$ cat config.mk
export PLATFORM = sky130hd
export DESIGN_NAME = crou_regfile
export DESIGN_NICKNAME = d
export VERILOG_FILES = /design/src/crou_pkg.sv /design/src/crou_regfile.sv
export SDC_FILE = /design/constraint.sdc
export NUM_CORES = 1
export LEC_CHECK = 0
export BUFFER_PORTS_ARGS = -buffer_cell sky130_fd_sc_hd__buf_2
export CAP_MARGIN = 20
export CORE_MARGIN = 5
export CORE_UTILIZATION = 47
export CTS_BUF_LIST = sky130_fd_sc_hd__clkbuf_2
export DETAILED_ROUTE_END_ITERATION = 16
export MAX_ROUTING_LAYER = met4
export PLACE_DENSITY = 0.63
export SYNTH_ARGS = -nofsm -noshare
export SYNTH_HDL_FRONTEND = slang
export SYNTH_SLANG_ARGS = --single-unit
$ cat constraint.sdc
create_clock -name clk -period 11.1 [get_ports clk]
set_input_delay 2.22 -clock clk [delete_from_list [all_inputs] [get_ports clk]]
set_output_delay 2.22 -clock clk [all_outputs]
set_load 0.02 [all_outputs]
$ cat src/crou_pkg.sv
package crou_pkg;
  localparam int CROU_W = 16;
  localparam int CROU_NREG = 16;
  localparam logic [3:0] CROU_IDX_PC = 4'h0;
  localparam logic [3:0] CROU_IDX_SP = 4'h1;
  localparam logic [3:0] CROU_IDX_SR = 4'h2;
  localparam logic [3:0] CROU_IDX_CG = 4'h3;
  localparam int CROU_SR_C = 0;
  localparam int CROU_SR_Z = 1;
  localparam int CROU_SR_N = 2;
  localparam int CROU_SR_GIE = 3;
  localparam int CROU_SR_HALT = 4;
  localparam int CROU_SR_CSTOP = 5;
  localparam int CROU_SR_V = 8;
  localparam logic [15:0] CROU_RST_VAL = 16'h0000;
  localparam logic [15:0] CROU_K0 = 16'h0000;
  localparam logic [15:0] CROU_K1 = 16'h0001;
  localparam logic [15:0] CROU_K2 = 16'h0002;
  localparam logic [15:0] CROU_K4 = 16'h0004;
  localparam logic [15:0] CROU_K8 = 16'h0008;
  localparam logic [15:0] CROU_KM1 = 16'hFFFF;
  localparam logic [15:0] CROU_STEP_B = 16'h0001;
  localparam logic [15:0] CROU_STEP_W = 16'h0002;
  typedef enum logic [1:0] {
    CROU_AM_REG = 2'h0,
    CROU_AM_IDX = 2'h1,
    CROU_AM_IND = 2'h2,
    CROU_AM_INC = 2'h3
  } crou_amode_t;
  typedef enum logic [1:0] {
    CROU_LEN2 = 2'h1,
    CROU_LEN4 = 2'h2,
    CROU_LEN6 = 2'h3
  } crou_len_t;
endpackage : crou_pkg

$ cat src/crou_regfile.sv
`timescale 1ns/1ps
//////////////////////////////////////////////////////////////////////////////
module crou_regfile
  import crou_pkg::*;
(
  input wire logic clk,
  input wire logic rst_n,
  input wire logic [3:0] src_reg,
  input wire logic [1:0] source_mode_bits,
  input wire logic [3:0] dst_reg,
  input wire logic dst_mode,
  input wire logic byte_op,
  input wire logic [15:0] ext_word,
  input wire logic pc_adv,
  input wire crou_len_t pc_len,
  input wire logic pc_load,
  input wire logic [15:0] pc_load_val,
  input wire logic src_upd,
  input wire logic wr_en,
  input wire logic [15:0] wr_data,
  input wire logic sp_push,
  input wire logic sp_pop,
  input wire logic flag_upd,
  input wire logic [16:0] alu_sum,
  input wire logic alu_ovf,
  input wire logic irq_req,
  input wire logic test_select_pin,
  input wire logic [3:0] gpio_dbg_in,
  output logic [15:0] src_operand_r,
  output logic [15:0] src_addr_r,
  output logic src_is_const_r,
  output logic [15:0] dst_addr_r,
  output logic [15:0] program_counter_r,
  output logic [15:0] stack_pointer_r,
  output logic [15:0] status_word_r,
  output logic core_clk_en_r,
  output logic exec_en_r,
  output logic irq_accept_r,
  output logic dbg_active_r,
  output logic [3:0] dbg_pins_r
);
  //////////////////////////////////////////////////////////////////////////////
  logic [15:0] gpr_r [4:15];
  logic tsel_m_r;
  logic tsel_s_r;
  logic [3:0] dbg_m_r;
  logic [3:0] dbg_s_r;
  logic [15:0] pc_nxt;
  logic [15:0] sp_nxt;
  logic [15:0] sr_nxt;
  logic [15:0] src_val;
  logic [15:0] src_nxt;
  logic const_sel;
  logic [15:0] wr_val;

  function automatic logic [15:0] rd_reg(input logic [3:0] idx, input logic [15:0] pc,
                                         input logic [15:0] sp, input logic [15:0] sr,
                                         input logic [15:0] g);
    logic [15:0] v;
    v = g;
    case (idx)
      CROU_IDX_PC: v = pc;
      CROU_IDX_SP: v = sp;
      CROU_IDX_SR: v = sr;
      CROU_IDX_CG: v = CROU_K0;
      default: v = g;
    endcase
    return v;
  endfunction : rd_reg

  function automatic logic [15:0] step_of(input logic b);
    return b ? CROU_STEP_B : CROU_STEP_W;
  endfunction : step_of

  //////////////////////////////////////////////////////////////////////////////
  // operand decode
  always_comb begin
    src_val = rd_reg(src_reg, program_counter_r, stack_pointer_r, status_word_r,
                     (src_reg >= 4'h4) ? gpr_r[src_reg] : CROU_K0);
    const_sel = 1'b0;
    src_nxt = src_val;
    if (src_reg == CROU_IDX_SR) begin
      if (source_mode_bits == CROU_AM_REG && !byte_op) begin
        src_nxt = status_word_r;
      end else begin
        const_sel = (source_mode_bits != CROU_AM_IDX);
        case (source_mode_bits)
          CROU_AM_IDX: src_nxt = CROU_K0;
          CROU_AM_IND: src_nxt = CROU_K4;
          CROU_AM_INC: src_nxt = CROU_K8;
          default: src_nxt = CROU_K0;
        endcase
        if (source_mode_bits == CROU_AM_REG) begin
          const_sel = 1'b1;
        end
      end
    end else if (src_reg == CROU_IDX_CG) begin
      const_sel = 1'b1;
      case (source_mode_bits)
        CROU_AM_REG: src_nxt = CROU_K0;
        CROU_AM_IDX: src_nxt = CROU_K1;
        CROU_AM_IND: src_nxt = CROU_K2;
        CROU_AM_INC: src_nxt = CROU_KM1;
        default: src_nxt = CROU_K0;
      endcase
    end
  end

  always_ff @(posedge clk or negedge rst_n) begin
    if (!rst_n) begin
      src_operand_r <= CROU_RST_VAL;
      src_addr_r <= CROU_RST_VAL;
      src_is_const_r <= 1'b0;
      dst_addr_r <= CROU_RST_VAL;
    end else begin
      src_is_const_r <= const_sel;
      src_operand_r <= byte_op ? {8'h00, src_nxt[7:0]} : src_nxt;
      case (source_mode_bits)
        CROU_AM_IDX: src_addr_r <= src_nxt + ext_word;
        CROU_AM_IND: src_addr_r <= src_val;
        CROU_AM_INC: src_addr_r <= src_val;
        default: src_addr_r <= src_val;
      endcase
      dst_addr_r <= dst_mode ? (((dst_reg == CROU_IDX_SR) ? CROU_K0 :
                    rd_reg(dst_reg, program_counter_r, stack_pointer_r, status_word_r,
                    (dst_reg >= 4'h4) ? gpr_r[dst_reg] : CROU_K0)) + ext_word)
                    : CROU_K0;
    end
  end

  //////////////////////////////////////////////////////////////////////////////
  // program counter
  always_comb begin
    pc_nxt = program_counter_r;
    if (pc_load) begin
      pc_nxt = pc_load_val;
    end else if (wr_en && dst_reg == CROU_IDX_PC) begin
      pc_nxt = wr_data;
    end else if (src_upd && src_reg == CROU_IDX_PC && source_mode_bits == CROU_AM_INC) begin
      pc_nxt = program_counter_r + CROU_STEP_W;
    end else if (pc_adv) begin
      pc_nxt = program_counter_r + {13'h0000, pc_len, 1'b0};
    end
    pc_nxt[0] = 1'b0;
  end

  always_ff @(posedge clk or negedge rst_n) begin
    if (!rst_n) begin
      program_counter_r <= CROU_RST_VAL;
    end else if (exec_en_r) begin
      program_counter_r <= pc_nxt;
    end
  end

  //////////////////////////////////////////////////////////////////////////////
  // stack pointer
  always_comb begin
    sp_nxt = stack_pointer_r;
    if (sp_push) begin
      sp_nxt = stack_pointer_r - CROU_STEP_W;
    end else if (sp_pop) begin
      sp_nxt = stack_pointer_r + CROU_STEP_W;
    end else if (wr_en && dst_reg == CROU_IDX_SP) begin
      sp_nxt = wr_data;
    end else if (src_upd && src_reg == CROU_IDX_SP && source_mode_bits == CROU_AM_INC) begin
      sp_nxt = stack_pointer_r + step_of(byte_op);
    end
    sp_nxt[0] = 1'b0;
  end

  always_ff @(posedge clk or negedge rst_n) begin
    if (!rst_n) begin
      stack_pointer_r <= CROU_RST_VAL;
    end else if (exec_en_r) begin
      stack_pointer_r <= sp_nxt;
    end
  end

  //////////////////////////////////////////////////////////////////////////////
  // status word
  always_comb begin
    sr_nxt = status_word_r;
    if (wr_en && dst_reg == CROU_IDX_SR && !dst_mode && !byte_op) begin
      sr_nxt = wr_data;
    end
    if (flag_upd) begin
      sr_nxt[CROU_SR_V] = alu_ovf;
      sr_nxt[CROU_SR_N] = byte_op ? alu_sum[7] : alu_sum[15];
      sr_nxt[CROU_SR_Z] = byte_op ? (alu_sum[7:0] == 8'h00)
                                  : (alu_sum[15:0] == 16'h0000);
      sr_nxt[CROU_SR_C] = byte_op ? alu_sum[8] : alu_sum[16];
    end
  end

  always_ff @(posedge clk or negedge rst_n) begin
    if (!rst_n) begin
      status_word_r <= CROU_RST_VAL;
    end else if (exec_en_r) begin
      status_word_r <= sr_nxt;
    end
  end

  //////////////////////////////////////////////////////////////////////////////
  // general registers
  always_comb begin
    wr_val = wr_data;
    if (byte_op) begin
      wr_val = {8'h00, wr_data[7:0]};
    end
  end

  genvar gi;
  generate
    for (gi = 4; gi < CROU_NREG; gi++) begin : g_gpr
      always_ff @(posedge clk or negedge rst_n) begin
        if (!rst_n) begin
          gpr_r[gi] <= CROU_RST_VAL;
        end else if (exec_en_r) begin
          if (wr_en && dst_reg == 4'(gi)) begin
            gpr_r[gi] <= wr_val;
          end else if (src_upd && src_reg == 4'(gi) && source_mode_bits == CROU_AM_INC) begin
            gpr_r[gi] <= gpr_r[gi] + step_of(byte_op);
          end
        end
      end
    end
  endgenerate

  //////////////////////////////////////////////////////////////////////////////
  // power modes and interrupt gate
  always_ff @(posedge clk or negedge rst_n) begin
    if (!rst_n) begin
      core_clk_en_r <= 1'b1;
      exec_en_r <= 1'b1;
      irq_accept_r <= 1'b0;
    end else begin
      if (exec_en_r) begin
        core_clk_en_r <= !sr_nxt[CROU_SR_CSTOP];
        exec_en_r <= !sr_nxt[CROU_SR_HALT] && !sr_nxt[CROU_SR_CSTOP];
      end
      irq_accept_r <= irq_req && status_word_r[CROU_SR_GIE];
    end
  end

  //////////////////////////////////////////////////////////////////////////////
  // debug access
  always_ff @(posedge clk or negedge rst_n) begin
    if (!rst_n) begin
      tsel_m_r <= 1'b0;
      tsel_s_r <= 1'b0;
      dbg_m_r <= 4'h0;
      dbg_s_r <= 4'h0;
    end else begin
      tsel_m_r <= test_select_pin;
      tsel_s_r <= tsel_m_r;
      dbg_m_r <= gpio_dbg_in;
      dbg_s_r <= dbg_m_r;
    end
  end

  always_ff @(posedge clk or negedge rst_n) begin
    if (!rst_n) begin
      dbg_active_r <= 1'b0;
      dbg_pins_r <= 4'h0;
    end else if (!tsel_s_r) begin
      dbg_active_r <= 1'b0;
      dbg_pins_r <= 4'h0;
    end else begin
      dbg_active_r <= 1'b1;
      dbg_pins_r <= dbg_s_r;
    end
  end

  //////////////////////////////////////////////////////////////////////////////
  pc_align_a: assert property (@(posedge clk) disable iff (!rst_n)
    !program_counter_r[0]) else $error("pc odd");
  sp_align_a: assert property (@(posedge clk) disable iff (!rst_n)
    !stack_pointer_r[0]) else $error("sp odd");
  pc_step_a: assert property (@(posedge clk) disable iff (!rst_n)
    exec_en_r && pc_adv && !pc_load && !wr_en && !src_upd |=>
    program_counter_r == $past(program_counter_r) + {13'h0000, $past(pc_len), 1'b0})
    else $error("pc step wrong");
  sp_push_a: assert property (@(posedge clk) disable iff (!rst_n)
    exec_en_r && sp_push |=> stack_pointer_r == $past(stack_pointer_r) - 16'h0002)
    else $error("push wrong");
  sp_pop_a: assert property (@(posedge clk) disable iff (!rst_n)
    exec_en_r && sp_pop && !sp_push |=> stack_pointer_r == $past(stack_pointer_r) + 16'h0002)
    else $error("pop wrong");
  cg_r3_a: assert property (@(posedge clk) disable iff (!rst_n)
    src_reg == CROU_IDX_CG && source_mode_bits == CROU_AM_INC && !byte_op
    |=> src_operand_r == 16'hFFFF && src_is_const_r) else $error("r3 const");
  cg_one_a: assert property (@(posedge clk) disable iff (!rst_n)
    src_reg == CROU_IDX_CG && source_mode_bits == CROU_AM_IDX
    |=> src_operand_r == 16'h0001) else $error("r3 one");
  cg_r2_a: assert property (@(posedge clk) disable iff (!rst_n)
    src_reg == CROU_IDX_SR && source_mode_bits == CROU_AM_IND
    |=> src_operand_r == 16'h0004) else $error("r2 const");
  sr_byte_wr_a: assert property (@(posedge clk) disable iff (!rst_n)
    exec_en_r && wr_en && byte_op && dst_reg == CROU_IDX_SR && !flag_upd
    |=> $stable(status_word_r)) else $error("sr byte write");
  zero_flag_a: assert property (@(posedge clk) disable iff (!rst_n)
    exec_en_r && flag_upd && !byte_op && alu_sum[15:0] == 16'h0000
    |=> status_word_r[1]) else $error("zero flag");
  carry_flag_a: assert property (@(posedge clk) disable iff (!rst_n)
    exec_en_r && flag_upd && byte_op |=> status_word_r[0] == $past(alu_sum[8]))
    else $error("carry flag");
  halt_hold_a: assert property (@(posedge clk) disable iff (!rst_n)
    !exec_en_r |=> !exec_en_r && $stable(program_counter_r))
    else $error("halt not held");
  dst_reg_mode_a: assert property (@(posedge clk) disable iff (!rst_n)
    !dst_mode |=> dst_addr_r == 16'h0000) else $error("dst addr in register mode");
  irq_gate_a: assert property (@(posedge clk) disable iff (!rst_n)
    irq_accept_r |-> $past(status_word_r[3])) else $error("irq gate");
  dbg_reset_a: assert property (@(posedge clk) disable iff (!rst_n)
    !tsel_s_r |=> !dbg_active_r && dbg_pins_r == 4'h0) else $error("dbg reset");
  cov_push_c: cover property (@(posedge clk) disable iff (!rst_n) exec_en_r && sp_push);
  cov_imm_c: cover property (@(posedge clk) disable iff (!rst_n)
    src_upd && src_reg == CROU_IDX_PC && source_mode_bits == CROU_AM_INC);
  cov_halt_c: cover property (@(posedge clk) disable iff (!rst_n) $fell(exec_en_r));
  cov_dbg_c: cover property (@(posedge clk) disable iff (!rst_n) $rose(dbg_active_r));
endmodule : crou_regfile

# --- Word-level counts from Yosys, hierarchy flattened ---
# Cells that the tools add are included.
word_totals:
  regBits: 305
  inputBits: 95
  out_inout_bits: 105
  word_cells: 243
op_classes:
  add_sub_neg: 19
  n_lt_le_gt_ge: 4
  eq_ne: 34
  n_mux: 66
  bitwise: 2
  n_reduce_logical: 88
op_table:
  columns: ["operator", "count"]
  rows:
  - ["2-to-1 mux 16 bit", 46]
  - ["adder 16 bit", 14]
  - ["binary-select mux 16 bit (select 4 bit)", 2]
  - ["one-hot mux 16 bit (4 select lines)", 2]
  - ["equality test 4 bit (second input constant)", 16]
  - ["logical AND 1 bit", 48]
  - ["one-hot mux 16 bit (3 select lines)", 1]
  - ["adder 16 x 2 -> 16 bit (second input constant)", 2]
  - ["equality test 4 x 3 -> 1 bit (second input constant)", 8]
  - ["AND reduction 2 bit", 16]
  - ["nonzero test 2 bit", 13]
  - ["adder 16 x 2 -> 16 bit", 1]
  - ["adder 16 x 3 -> 16 bit", 1]
  - ["equality test 4 x 2 -> 1 bit (second input constant)", 4]
  - ["logical NOT 16 bit", 1]
  - ["subtractor 16 x 2 -> 16 bit (second input constant)", 1]
  - ["greater-or-equal comparator 5 bit (second input constant)", 2]
  - ["2-to-1 mux 1 bit", 10]
  - ["inverter 4 -> 5 bit", 2]
  - ["2-to-1 mux 9 bit", 1]
  - ["equality test 4 x 1 -> 1 bit (second input constant)", 2]
  - ["greater-or-equal comparator 4 x 3 -> 1 bit (second input constant)", 2]
  - ["logical NOT 4 bit", 2]
  - ["logical NOT 8 bit", 1]
  - ["other kinds (10)", 15]

# --- Longest topological paths before layout ---
# Gate-level depths: netlist of run 1.
depth:
  depth_word: 10
  ltp_mapped: 16
  ltp_nobuf: 13

# --- Least setup slack after synthesis of run 1 ---
# No wires, ideal clock.
synth_timing:
  kind: "input -> register"
  from: "input port dst_reg[0]"
  to: "register dst_addr_r[8]"
  setup_ns: 0.136
  t_arrival_ns: 5.809
  t_required_ns: 10.964
  setup_slack_ns: 5.156
  stages: 14
  n_path_buf: 4
  path_cell_list: "buf_2 -> buf_2 -> buf_2 -> buf_2 -> mux4_2 -> a22o_1 -> ha_1 -> fa_1 -> a21o_1 -> a21o_1 -> a21o_1 -> a2111oi_0 -> o21ai_0 -> nor3b_1"
synth_via:
  elab_chain_cells: 9
  word_cells_on_any_way: 14
  classes_between: "add/sub (1); order compare (1); eq/ne (3); mux (7); bitwise (1); reduce/logical (1)"
synth_lines:
  columns: ["element", "line", "text"]
  rows:
  - ["start: declaration", "crou_regfile.sv:10", "input wire logic [3:0] dst_reg,"]
  - ["inverter 4 -> 5 bit (implied by the code)", "crou_regfile.sv:126", "(dst_reg >= 4'h4) ? gpr_r[dst_reg] : CROU_K0)) + ext_word)"]
  - ["binary-select mux 16 bit (select 4 bit)", "crou_regfile.sv:126", null]
  - ["2-to-1 mux 16 bit (implied by the code) (2 in series)", "crou_regfile.sv:126", null]
  - ["2-to-1 mux 16 bit", "crou_regfile.sv:126", null]
  - ["one-hot mux 16 bit (3 select lines)", "crou_regfile.sv:61", "case (idx)"]
  - ["2-to-1 mux 16 bit (*)", "crou_regfile.sv:124", "dst_addr_r <= dst_mode ? (((dst_reg == CROU_IDX_SR) ? CROU_K0 :"]
  - ["adder 16 bit (*)", "crou_regfile.sv:126", null]
  - ["2-to-1 mux 16 bit (*)", "crou_regfile.sv:124", null]
  - ["end signal: assignment", "crou_regfile.sv:124", null]
  - ["end: declaration", "crou_regfile.sv:32", "output logic [15:0] dst_addr_r,"]
# Every way passes the cells marked *; elsewhere a longest branch is shown, timed or not. The select of a mux whose other input is x is not followed.
# A chain may end at the register's enable or synchronous reset.

# --- Worst setup path after layout of run 1 ---
layout_timing:
  from: "input port src_reg[0]"
  to: "register src_addr_r[14]"
layout_via:
  elab_chain_cells: 10
  word_cells_on_any_way: 15
  classes_between: "add/sub (1); order compare (1); eq/ne (3); mux (8); bitwise (1); reduce/logical (1)"
layout_lines:
  columns: ["element", "line", "text"]
  rows:
  - ["start: declaration", "crou_regfile.sv:8", "input wire logic [3:0] src_reg,"]
  - ["inverter 4 -> 5 bit (implied by the code)", "crou_regfile.sv:79", "(src_reg >= 4'h4) ? gpr_r[src_reg] : CROU_K0);"]
  - ["binary-select mux 16 bit (select 4 bit)", "crou_regfile.sv:79", null]
  - ["2-to-1 mux 16 bit (implied by the code) (2 in series)", "crou_regfile.sv:79", null]
  - ["2-to-1 mux 16 bit", "crou_regfile.sv:79", null]
  - ["one-hot mux 16 bit (4 select lines)", "crou_regfile.sv:61", null]
  - ["2-to-1 mux 16 bit", "crou_regfile.sv:97", "end else if (src_reg == CROU_IDX_CG) begin"]
  - ["2-to-1 mux 16 bit (*)", "crou_regfile.sv:82", "if (src_reg == CROU_IDX_SR) begin"]
  - ["via src_nxt[0]", "crou_regfile.sv:52", "logic [15:0] src_nxt;"]
  - ["adder 16 bit (*)", "crou_regfile.sv:119", "CROU_AM_IDX: src_addr_r <= src_nxt + ext_word;"]
  - ["2-to-1 mux 16 bit (*)", "crou_regfile.sv:118", "case (source_mode_bits)"]
  - ["end signal: assignment", "crou_regfile.sv:119", null]
  - ["end signal: assignment", "crou_regfile.sv:120", "CROU_AM_IND: src_addr_r <= src_val;"]
  - ["end signal: assignment", "crou_regfile.sv:121", "CROU_AM_INC: src_addr_r <= src_val;"]
  - ["end: declaration", "crou_regfile.sv:30", "output logic [15:0] src_addr_r,"]
# Mark *: on every way through the listed nets, which the timed path passes. The rest lies on a longest branch. The select of a mux whose other input is x is not followed.

==> out/results.txt, run 1 <==
Final WL - 93.3 mm
DR iter-0 viols - 2983
Global route overflow - 0
Setup-failing EPs final - 0
Hold_sp - dbg_m_r[3]
WHS - 0.354 ns
Row count - 81
Final count of pins violating max slew - 0
Post-synthesis compound-gate area fraction - 24.3%
Period utilisation layout - 54.3%
Asr flop ratio synth - 100%
Post-Synth XOR/XNOR Area - 1.71%
Setup CP Type - in -> reg
Worst Path Required - 12.12 ns
IO Port Bufs - 196
Yosys top cell by area - dfrtp_1
Antenna violations before repair - 6
H-tree levels - 3
Maximum VDD drop - 0.0000582 V
Fin nets - 2908
Mux contribution to synthesized area - 13.5%
Resized Gates After CTS - 0
Number of CTS-inserted buffers - 88
Max clock buf depth - 3
Slew HR - 22.3%
Vias in the first global route - 21.6k
Max Cap Viol - 0
Chip Height - 231 um
Worst-Skew Late Latency - 1.11 ns
Initial Utilization - 47.3%
Number of vias per cell - 6.81
Synth Area in Adders - 4.57%
Routed Antenna Nets - 0
Synthesized flop and latch total - 305
RSZ-0062 raised after global routing - false
Sequential share of the synthesized area - 33.2%
First-pass GRT wire length - 137 mm
Final Hold Vio Count - 0
Simple logic cell fraction of the synthesized area - 18.1%
Largest net degree at the start of global routing - 128
Syn-to-layout area delta - 8.82%
CP endpoint kind - register
Main combinational cell family by area after synthesis - compound AO/OA/AOI/OAI gates
Wire per inst - 27.3 um
Number of synthesized flops with an enable pin - 0
PwrDens - 146 nW/um^2
Clock transition at path regs - 0.10 ns
Synth top area cells - dfrtp_1 33%, mux4_2 11%, a21oi_1 6.7%, nand2_1 5.0%, o21ai_0 4.0%
IO Pins - 200
Top-area cell type share of the netlist area - 32.9%
Fin Setup TNS - 0 ns
Leak - 10.7 nW
Avg Cell Area, Syn - 8.80 sq um
Yosys Warn Count - 0
CTS root buf - clkbuf_2
Clock Sinks - 305
R2R Path Start - gpr_r[128]
Fmax achieved - 166 MHz
Skew final - 0.0893 ns
Die Footprint - 53500 sq um
Die width - 231 um
Worst Path Arrival - 7.04 ns
Vias post-DR - 23.3k
Syn Inst Count - 2615
R2R Setup Slk - 6.93 ns
Status - finished clean
Crit-path max FO - 48
Overall power - 3.65 mW
Worst setup startpoint - src_reg[0]
CTS tree - done
Layout cell share with drive strength beyond 1 - 19.4%
HP Class - reg -> reg
Worst r2r path cells - 12
# hold bufs at CTS - 0
Min Tclk post-route - 6.03 ns
Post-Syn Area - 23000 sq um
DRT Pass-1 Iters - 10
Cell variety after synth - 90
Drc violations - 0
Crit start category - input pin
End of the critical path - src_addr_r[14]
Reg2reg end - src_addr_r[14]
CORE AREA - 48600 sq um
Dpl hpwl - 68.3 mm
Total Routing Usage GR - 34.6%
Final GP Congestion - 1.02
Worst Tran Pin Value - 1.16 ns
Synth Flop Type - dfrtp_1
Setup bufs post-CTS - 0
-- worst min path at each step --
| stage | cells after the start | slack (ns) | endpoint |
|---|---|---|---|
| after global placement | 0 | 0.33 | dbg_s_r[0] |
| after global routing | 0 | 0.36 | dbg_s_r[3] |
| final | 0 | 0.35 | dbg_s_r[3] |
| after floorplan | 0 | 0.33 | dbg_s_r[0] |
| after detailed placement | 0 | 0.34 | dbg_s_r[1] |
| after CTS | 0 | 0.36 | dbg_s_r[3] |
-- state kept, by name, indices dropped and copies added (netlist names), 4 cells and up --
signal,count
dbg_s_r,4
status_word_r,16
dst_addr_r,16
dbg_m_r,4
program_counter_r,15
stack_pointer_r,15
src_operand_r,16
src_addr_r,16
dbg_pins_r,4
gpr_r,192
-- layout make-up --
type | instances | area [sq um]
flip-flops and latches | 305 | 7630
multi-input cells | 2062 | 14300
diodes | 5 | 12.5
well taps | 622 | 778
inverters | 42 | 158
clock inverters | 24 | 153
repair buffers | 239 | 1380
fillers | 4573 | 23600
clock buffers | 117 | 586
-- synth_stat cells (all sizes together), types with 14 or more instances --
library cell and n:
o22ai 83, inv 42, nor2b 18, mux2i 25
and2 27, a2bb2oi 48, nor3 36, dfrtp 303
a222oi 14, mux4 111, nor2 198, clkbuf 132
and3 40, xor2 22, xnor2 23, o22a 15
a211oi 24, o21a 20, nand2 305, a31oi 40
nand3 109, mux2 31, buf 75, a21oi 308
fa 15, or3 14, a21o 20, nand2b 27
o21ai 205, nand4 42, ha 60
-- where the power goes --
part	total, mW	internal [mW]	leakage, nW	switching, mW
combinational	1.26	0.493	6.08	0.770
clock	0.852	0.330	0.566	0.522
sequential	1.54	1.26	4.03	0.280
total	3.65	2.08	10.7	1.57
-- kinds of logic after synthesis --
kind of cell    Yosys count
mux                     167
buf+inv                 249
other cells               1
fa+ha+maj                75
simple gates            873
xor+xnor                 45
compound gates          900
flops                   305
-- critical path, cell delays in order --
cell       delay, ns
buf_4           0.60
buf_4           0.56
mux4_2          0.59
mux4_2          0.53
a21oi_1         0.14
o21ai_1         0.12
ha_1            0.25
fa_1            0.40
a21o_1          0.19
a21oi_1         0.26
o211ai_1        0.26
a2111oi_0       0.49
o21ai_0         0.16
a31oi_1         0.22
-- through the flow --
step | cell area (sq um) | cells | setup slack (ns) | util (%)
after floorplan | 23000 | 2616 | 5.16 | -
after global placement | 24200 | 3263 | 3.94 | 49.7
after detailed placement | 24200 | 3265 | 3.91 | 49.8
after CTS | 25000 | 3406 | 5.10 | 51.3
after global routing | 25000 | 3416 | 4.68 | 51.5
final | 25000 | 3416 | 5.07 | 51.5
-- per-layer routing --
layer	vias up	part of all wire, %	GRT usage (%)
met2	1409	45	51.7
met1	11422	40	45.5
met3	276	10	6.60
met5	-	0	-
li1	10173	-	-
met4	0	5.4	17.0
-- cells in the final DEF (no fill, tap or decap), types with 41 or more instances in the layout --
cell	Yosys	layout
a21oi_1	308	307
nand2_1	305	305
dfrtp_1	303	303
nor2_1	197	197
buf_2	56	192
o21ai_0	183	183
clkbuf_2	0	117
mux4_2	111	111
nand3_1	109	109
o22ai_1	83	83
ha_1	60	60
a2bb2oi_1	48	48
nand4_1	42	42
buf_4	6	41
Power figures use the tool's default switching activity.
==> inputs of run 2 (changes only) <==
==> constraint.sdc (replaced) <==
create_clock -name clk -period 6.02 [get_ports clk]
set_input_delay 1.204 -clock clk [delete_from_list [all_inputs] [get_ports clk]]
set_output_delay 1.204 -clock clk [all_outputs]
set_load 0.02 [all_outputs]
==> out/results.txt, run 2 (synthesis results as in run 1) <==
Clock power frac - 24.0% (+0.7 points)
Clock transition at path regs - 0.11 ns (about the same)
Slowest-stage cell, CP - a2111oi_0
Final Instance Area - 25200 sq um (+0.47%)
Vias post-DR - 23.5k (+0.78%)
Row count - 81 (unchanged)
Fmax achieved - 222 MHz
Overall power - 6.77 mW (+85%)
Total Routing Usage GR - 35.1% (+0.55 points)
Most frequent cells in the layout - 307 x a21oi_1, 305 x nand2_1, 303 x dfrtp_1, 197 x nor2_1, 192 x buf_2
Fin util - 51.7% (+0.24 points)
Routed Antenna Nets - 0 (unchanged)
Worst slack at placement - 0.451 ns (-3.46 ns)
Chip Height - 231 um (unchanged)
R2R Path Start - gpr_r[160]
Die Footprint - 53500 sq um (unchanged)
Storage cell area - 7630 sq um (unchanged)
Leak - 10.7 nW (+0.65%)
IO Port Bufs - 196 (unchanged)
Worst Path Required - 7.04 ns (-5.08 ns)
Number of CTS-inserted buffers - 91 (+3.4%)
Min Tclk post-route - 4.51 ns
Fill count - 4586 (+0.28%)
Worst-Skew Late Latency - 1.14 ns (+0.03 ns)
Dpl hpwl - 68.7 mm (+0.54%)
CP endpoint kind - register
P_int - 3.86 mW (+85%)
Max clock buf depth - 3 (unchanged)
Crit-path max FO - 26 (-46%)
Die width - 231 um (unchanged)
Max incr delay on CP - 0.55 ns (-0.05 ns)
CTS root buf - clkbuf_2
IO Pins - 200 (unchanged)
Layout Cells excl Fill - 3441 (+0.73%)
Status - finished clean
Footprint of the multi-input gates - 14300 sq um (unchanged)
Cells after DPL - 3280 (+0.46%)
Antenna violations before repair - 7 (+1)
CTS tree - done
Wire per inst - 27.5 um (+0.58%)
PwrDens - 269 nW/um^2 (+85%)
Max Cap Viol - 0 (unchanged)
Slew HR - 24.9% (+2.6 points)
Hold_sp - gpio_dbg_in[2]
Layout cell share with drive strength beyond 1 - 19.8% (+0.48 points)
Maximum VDD drop - 0.000126 V (+120%)
Psw - 2.92 mW (+86%)
DR iter-0 viols - 3002 (+0.64%)
Setup CP Type - in -> reg
Final GP Congestion - 1.03 (+0.76%)
Number of vias per cell - 6.82 (about the same)
Final Hold Vio Count - 0 (unchanged)
Switching Share - 43.1% (about the same)
CP top delay family - compound AO/OA/AOI/OAI gates
H-tree levels - 3 (unchanged)
Seq pwr share - 43.2% (+1.1 points)
Worst r2r path cells - 12 (unchanged)
Hold path endpoint - dbg_m_r[2]
Crit start category - input pin
WP depth - 12 (-2)
Largest net degree at the start of global routing - 142 (+11%)
CP Cell Sequence - buf_4 > buf_4 > mux4_2 > mux4_2 > a221o_1 > ha_1 > a21o_1 > a21oi_1 > o211ai_1 > a2111oi_0 > o21ai_0 > a31oi_1
Final WL - 94.5 mm (+1.3%)
Setup bufs post-CTS - 0 (unchanged)
Skew final - 0.0959 ns (+0.00661 ns)
Syn-to-layout area delta - 9.33%
DRT Pass-1 Iters - 7 (-3)
RSZ-0062 raised after global routing - false
CP bufs+invs - 2 (unchanged)
Global route overflow - 0 (unchanged)
Clock Sinks - 305 (unchanged)
Placed cell area - 24300 sq um (+0.43%)
Most flop-heavy register - gpr_r
Max reg flops - 192 (unchanged)
Setup-failing EPs final - 0 (unchanged)
Hold Path Depth - 1 (+1)
Drc violations - 0 (unchanged)
Initial Utilization - 47.3% (unchanged)
Most common cell after layout, fill and taps aside - a21oi_1
R2R Setup Slk - 1.86 ns (-5.07 ns)
HP Class - in -> reg
Worst Path Arrival - 5.52 ns (-1.52 ns)
Period utilisation layout - 74.9%
Fin nets - 2923 (+0.52%)
First-pass GRT wire length - 138 mm (+1.2%)
WHS - 0.211 ns (-0.143 ns)
Reg2reg end - src_addr_r[14]
Worst Tran Pin Value - 1.12 ns (-0.0378 ns)
Setup ws final - 1.51 ns (-3.56 ns)
Fin Setup TNS - 0 ns (unchanged)
Vias in the first global route - 21.7k (+0.77%)
CORE AREA - 48600 sq um (unchanged)
Final count of pins violating max slew - 0 (unchanged)
Logic pwr share - 32.8% (-1.8 points)
[run 2: worst max-delay path by stage]
stage / startpoint / to / slack (ns)
2_1_floorplan: dst_reg[0] / dst_addr_r[8] / 1.09
3_3_place_gp: src_reg[0] / src_addr_r[14] / 0.47
3_5_place_dp: src_reg[0] / src_addr_r[14] / 0.45
4_1_cts: src_reg[0] / src_addr_r[14] / 1.63
5_1_grt: src_reg[0] / src_addr_r[14] / 1.16
6_report: src_reg[0] / src_addr_r[14] / 1.51
[run 2: final cells by class]
cell class	count	share of cell area (%)
Clock inverter	27	0.671
Tap cell	622	3.09
Multi-Input combinational cell	2062	57.0
Sequential cell	305	30.3
Timing Repair Buffer	251	5.70
Clock buffer	125	2.49
Antenna cell	7	0.0696
Inverter	42	0.627
[run 2: power by group through the flow]
stage / Combinational (mW) / Sequential, mW / Clock, mW
finish: 2.22 / 2.93 / 1.62
global route: 2.40 / 2.94 / 1.78
CTS: 2.20 / 2.90 / 1.66
detailed placement: 2.19 / 2.94 / 0
global placement: 2.15 / 2.93 / 0
floorplan: 1.38 / 2.81 / 0
[run 2: routing by layer]
metal | up-vias | GRT usage [%] | routed length, um
met2 | 1442 | 52.1 | 42000
met4 | 0 | 16.8 | 5070
met3 | 280 | 8.40 | 10600
li1 | 10214 | - | -
met1 | 11526 | 45.7 | 36900
met5 | - | - | 0
[run 2: worst reg2reg max path, stage by stage, from the launching register on]
cell       delay (ns)
dfrtp_1          0.45
mux4_2           0.52
mux4_2           0.56
a21oi_1          0.15
o21ai_1          0.09
ha_1             0.24
fa_1             0.42
a21o_1           0.20
a21oi_1          0.25
o211ai_1         0.27
a2111oi_0        0.55
o21ai_0          0.17
a31oi_1          0.19
[run 2: repair_timing]
action | in CTS | in global routing
hold buffers | 1 | 0
gates resized for setup | 0 | 0
hold endpoints to repair | 8 | 0
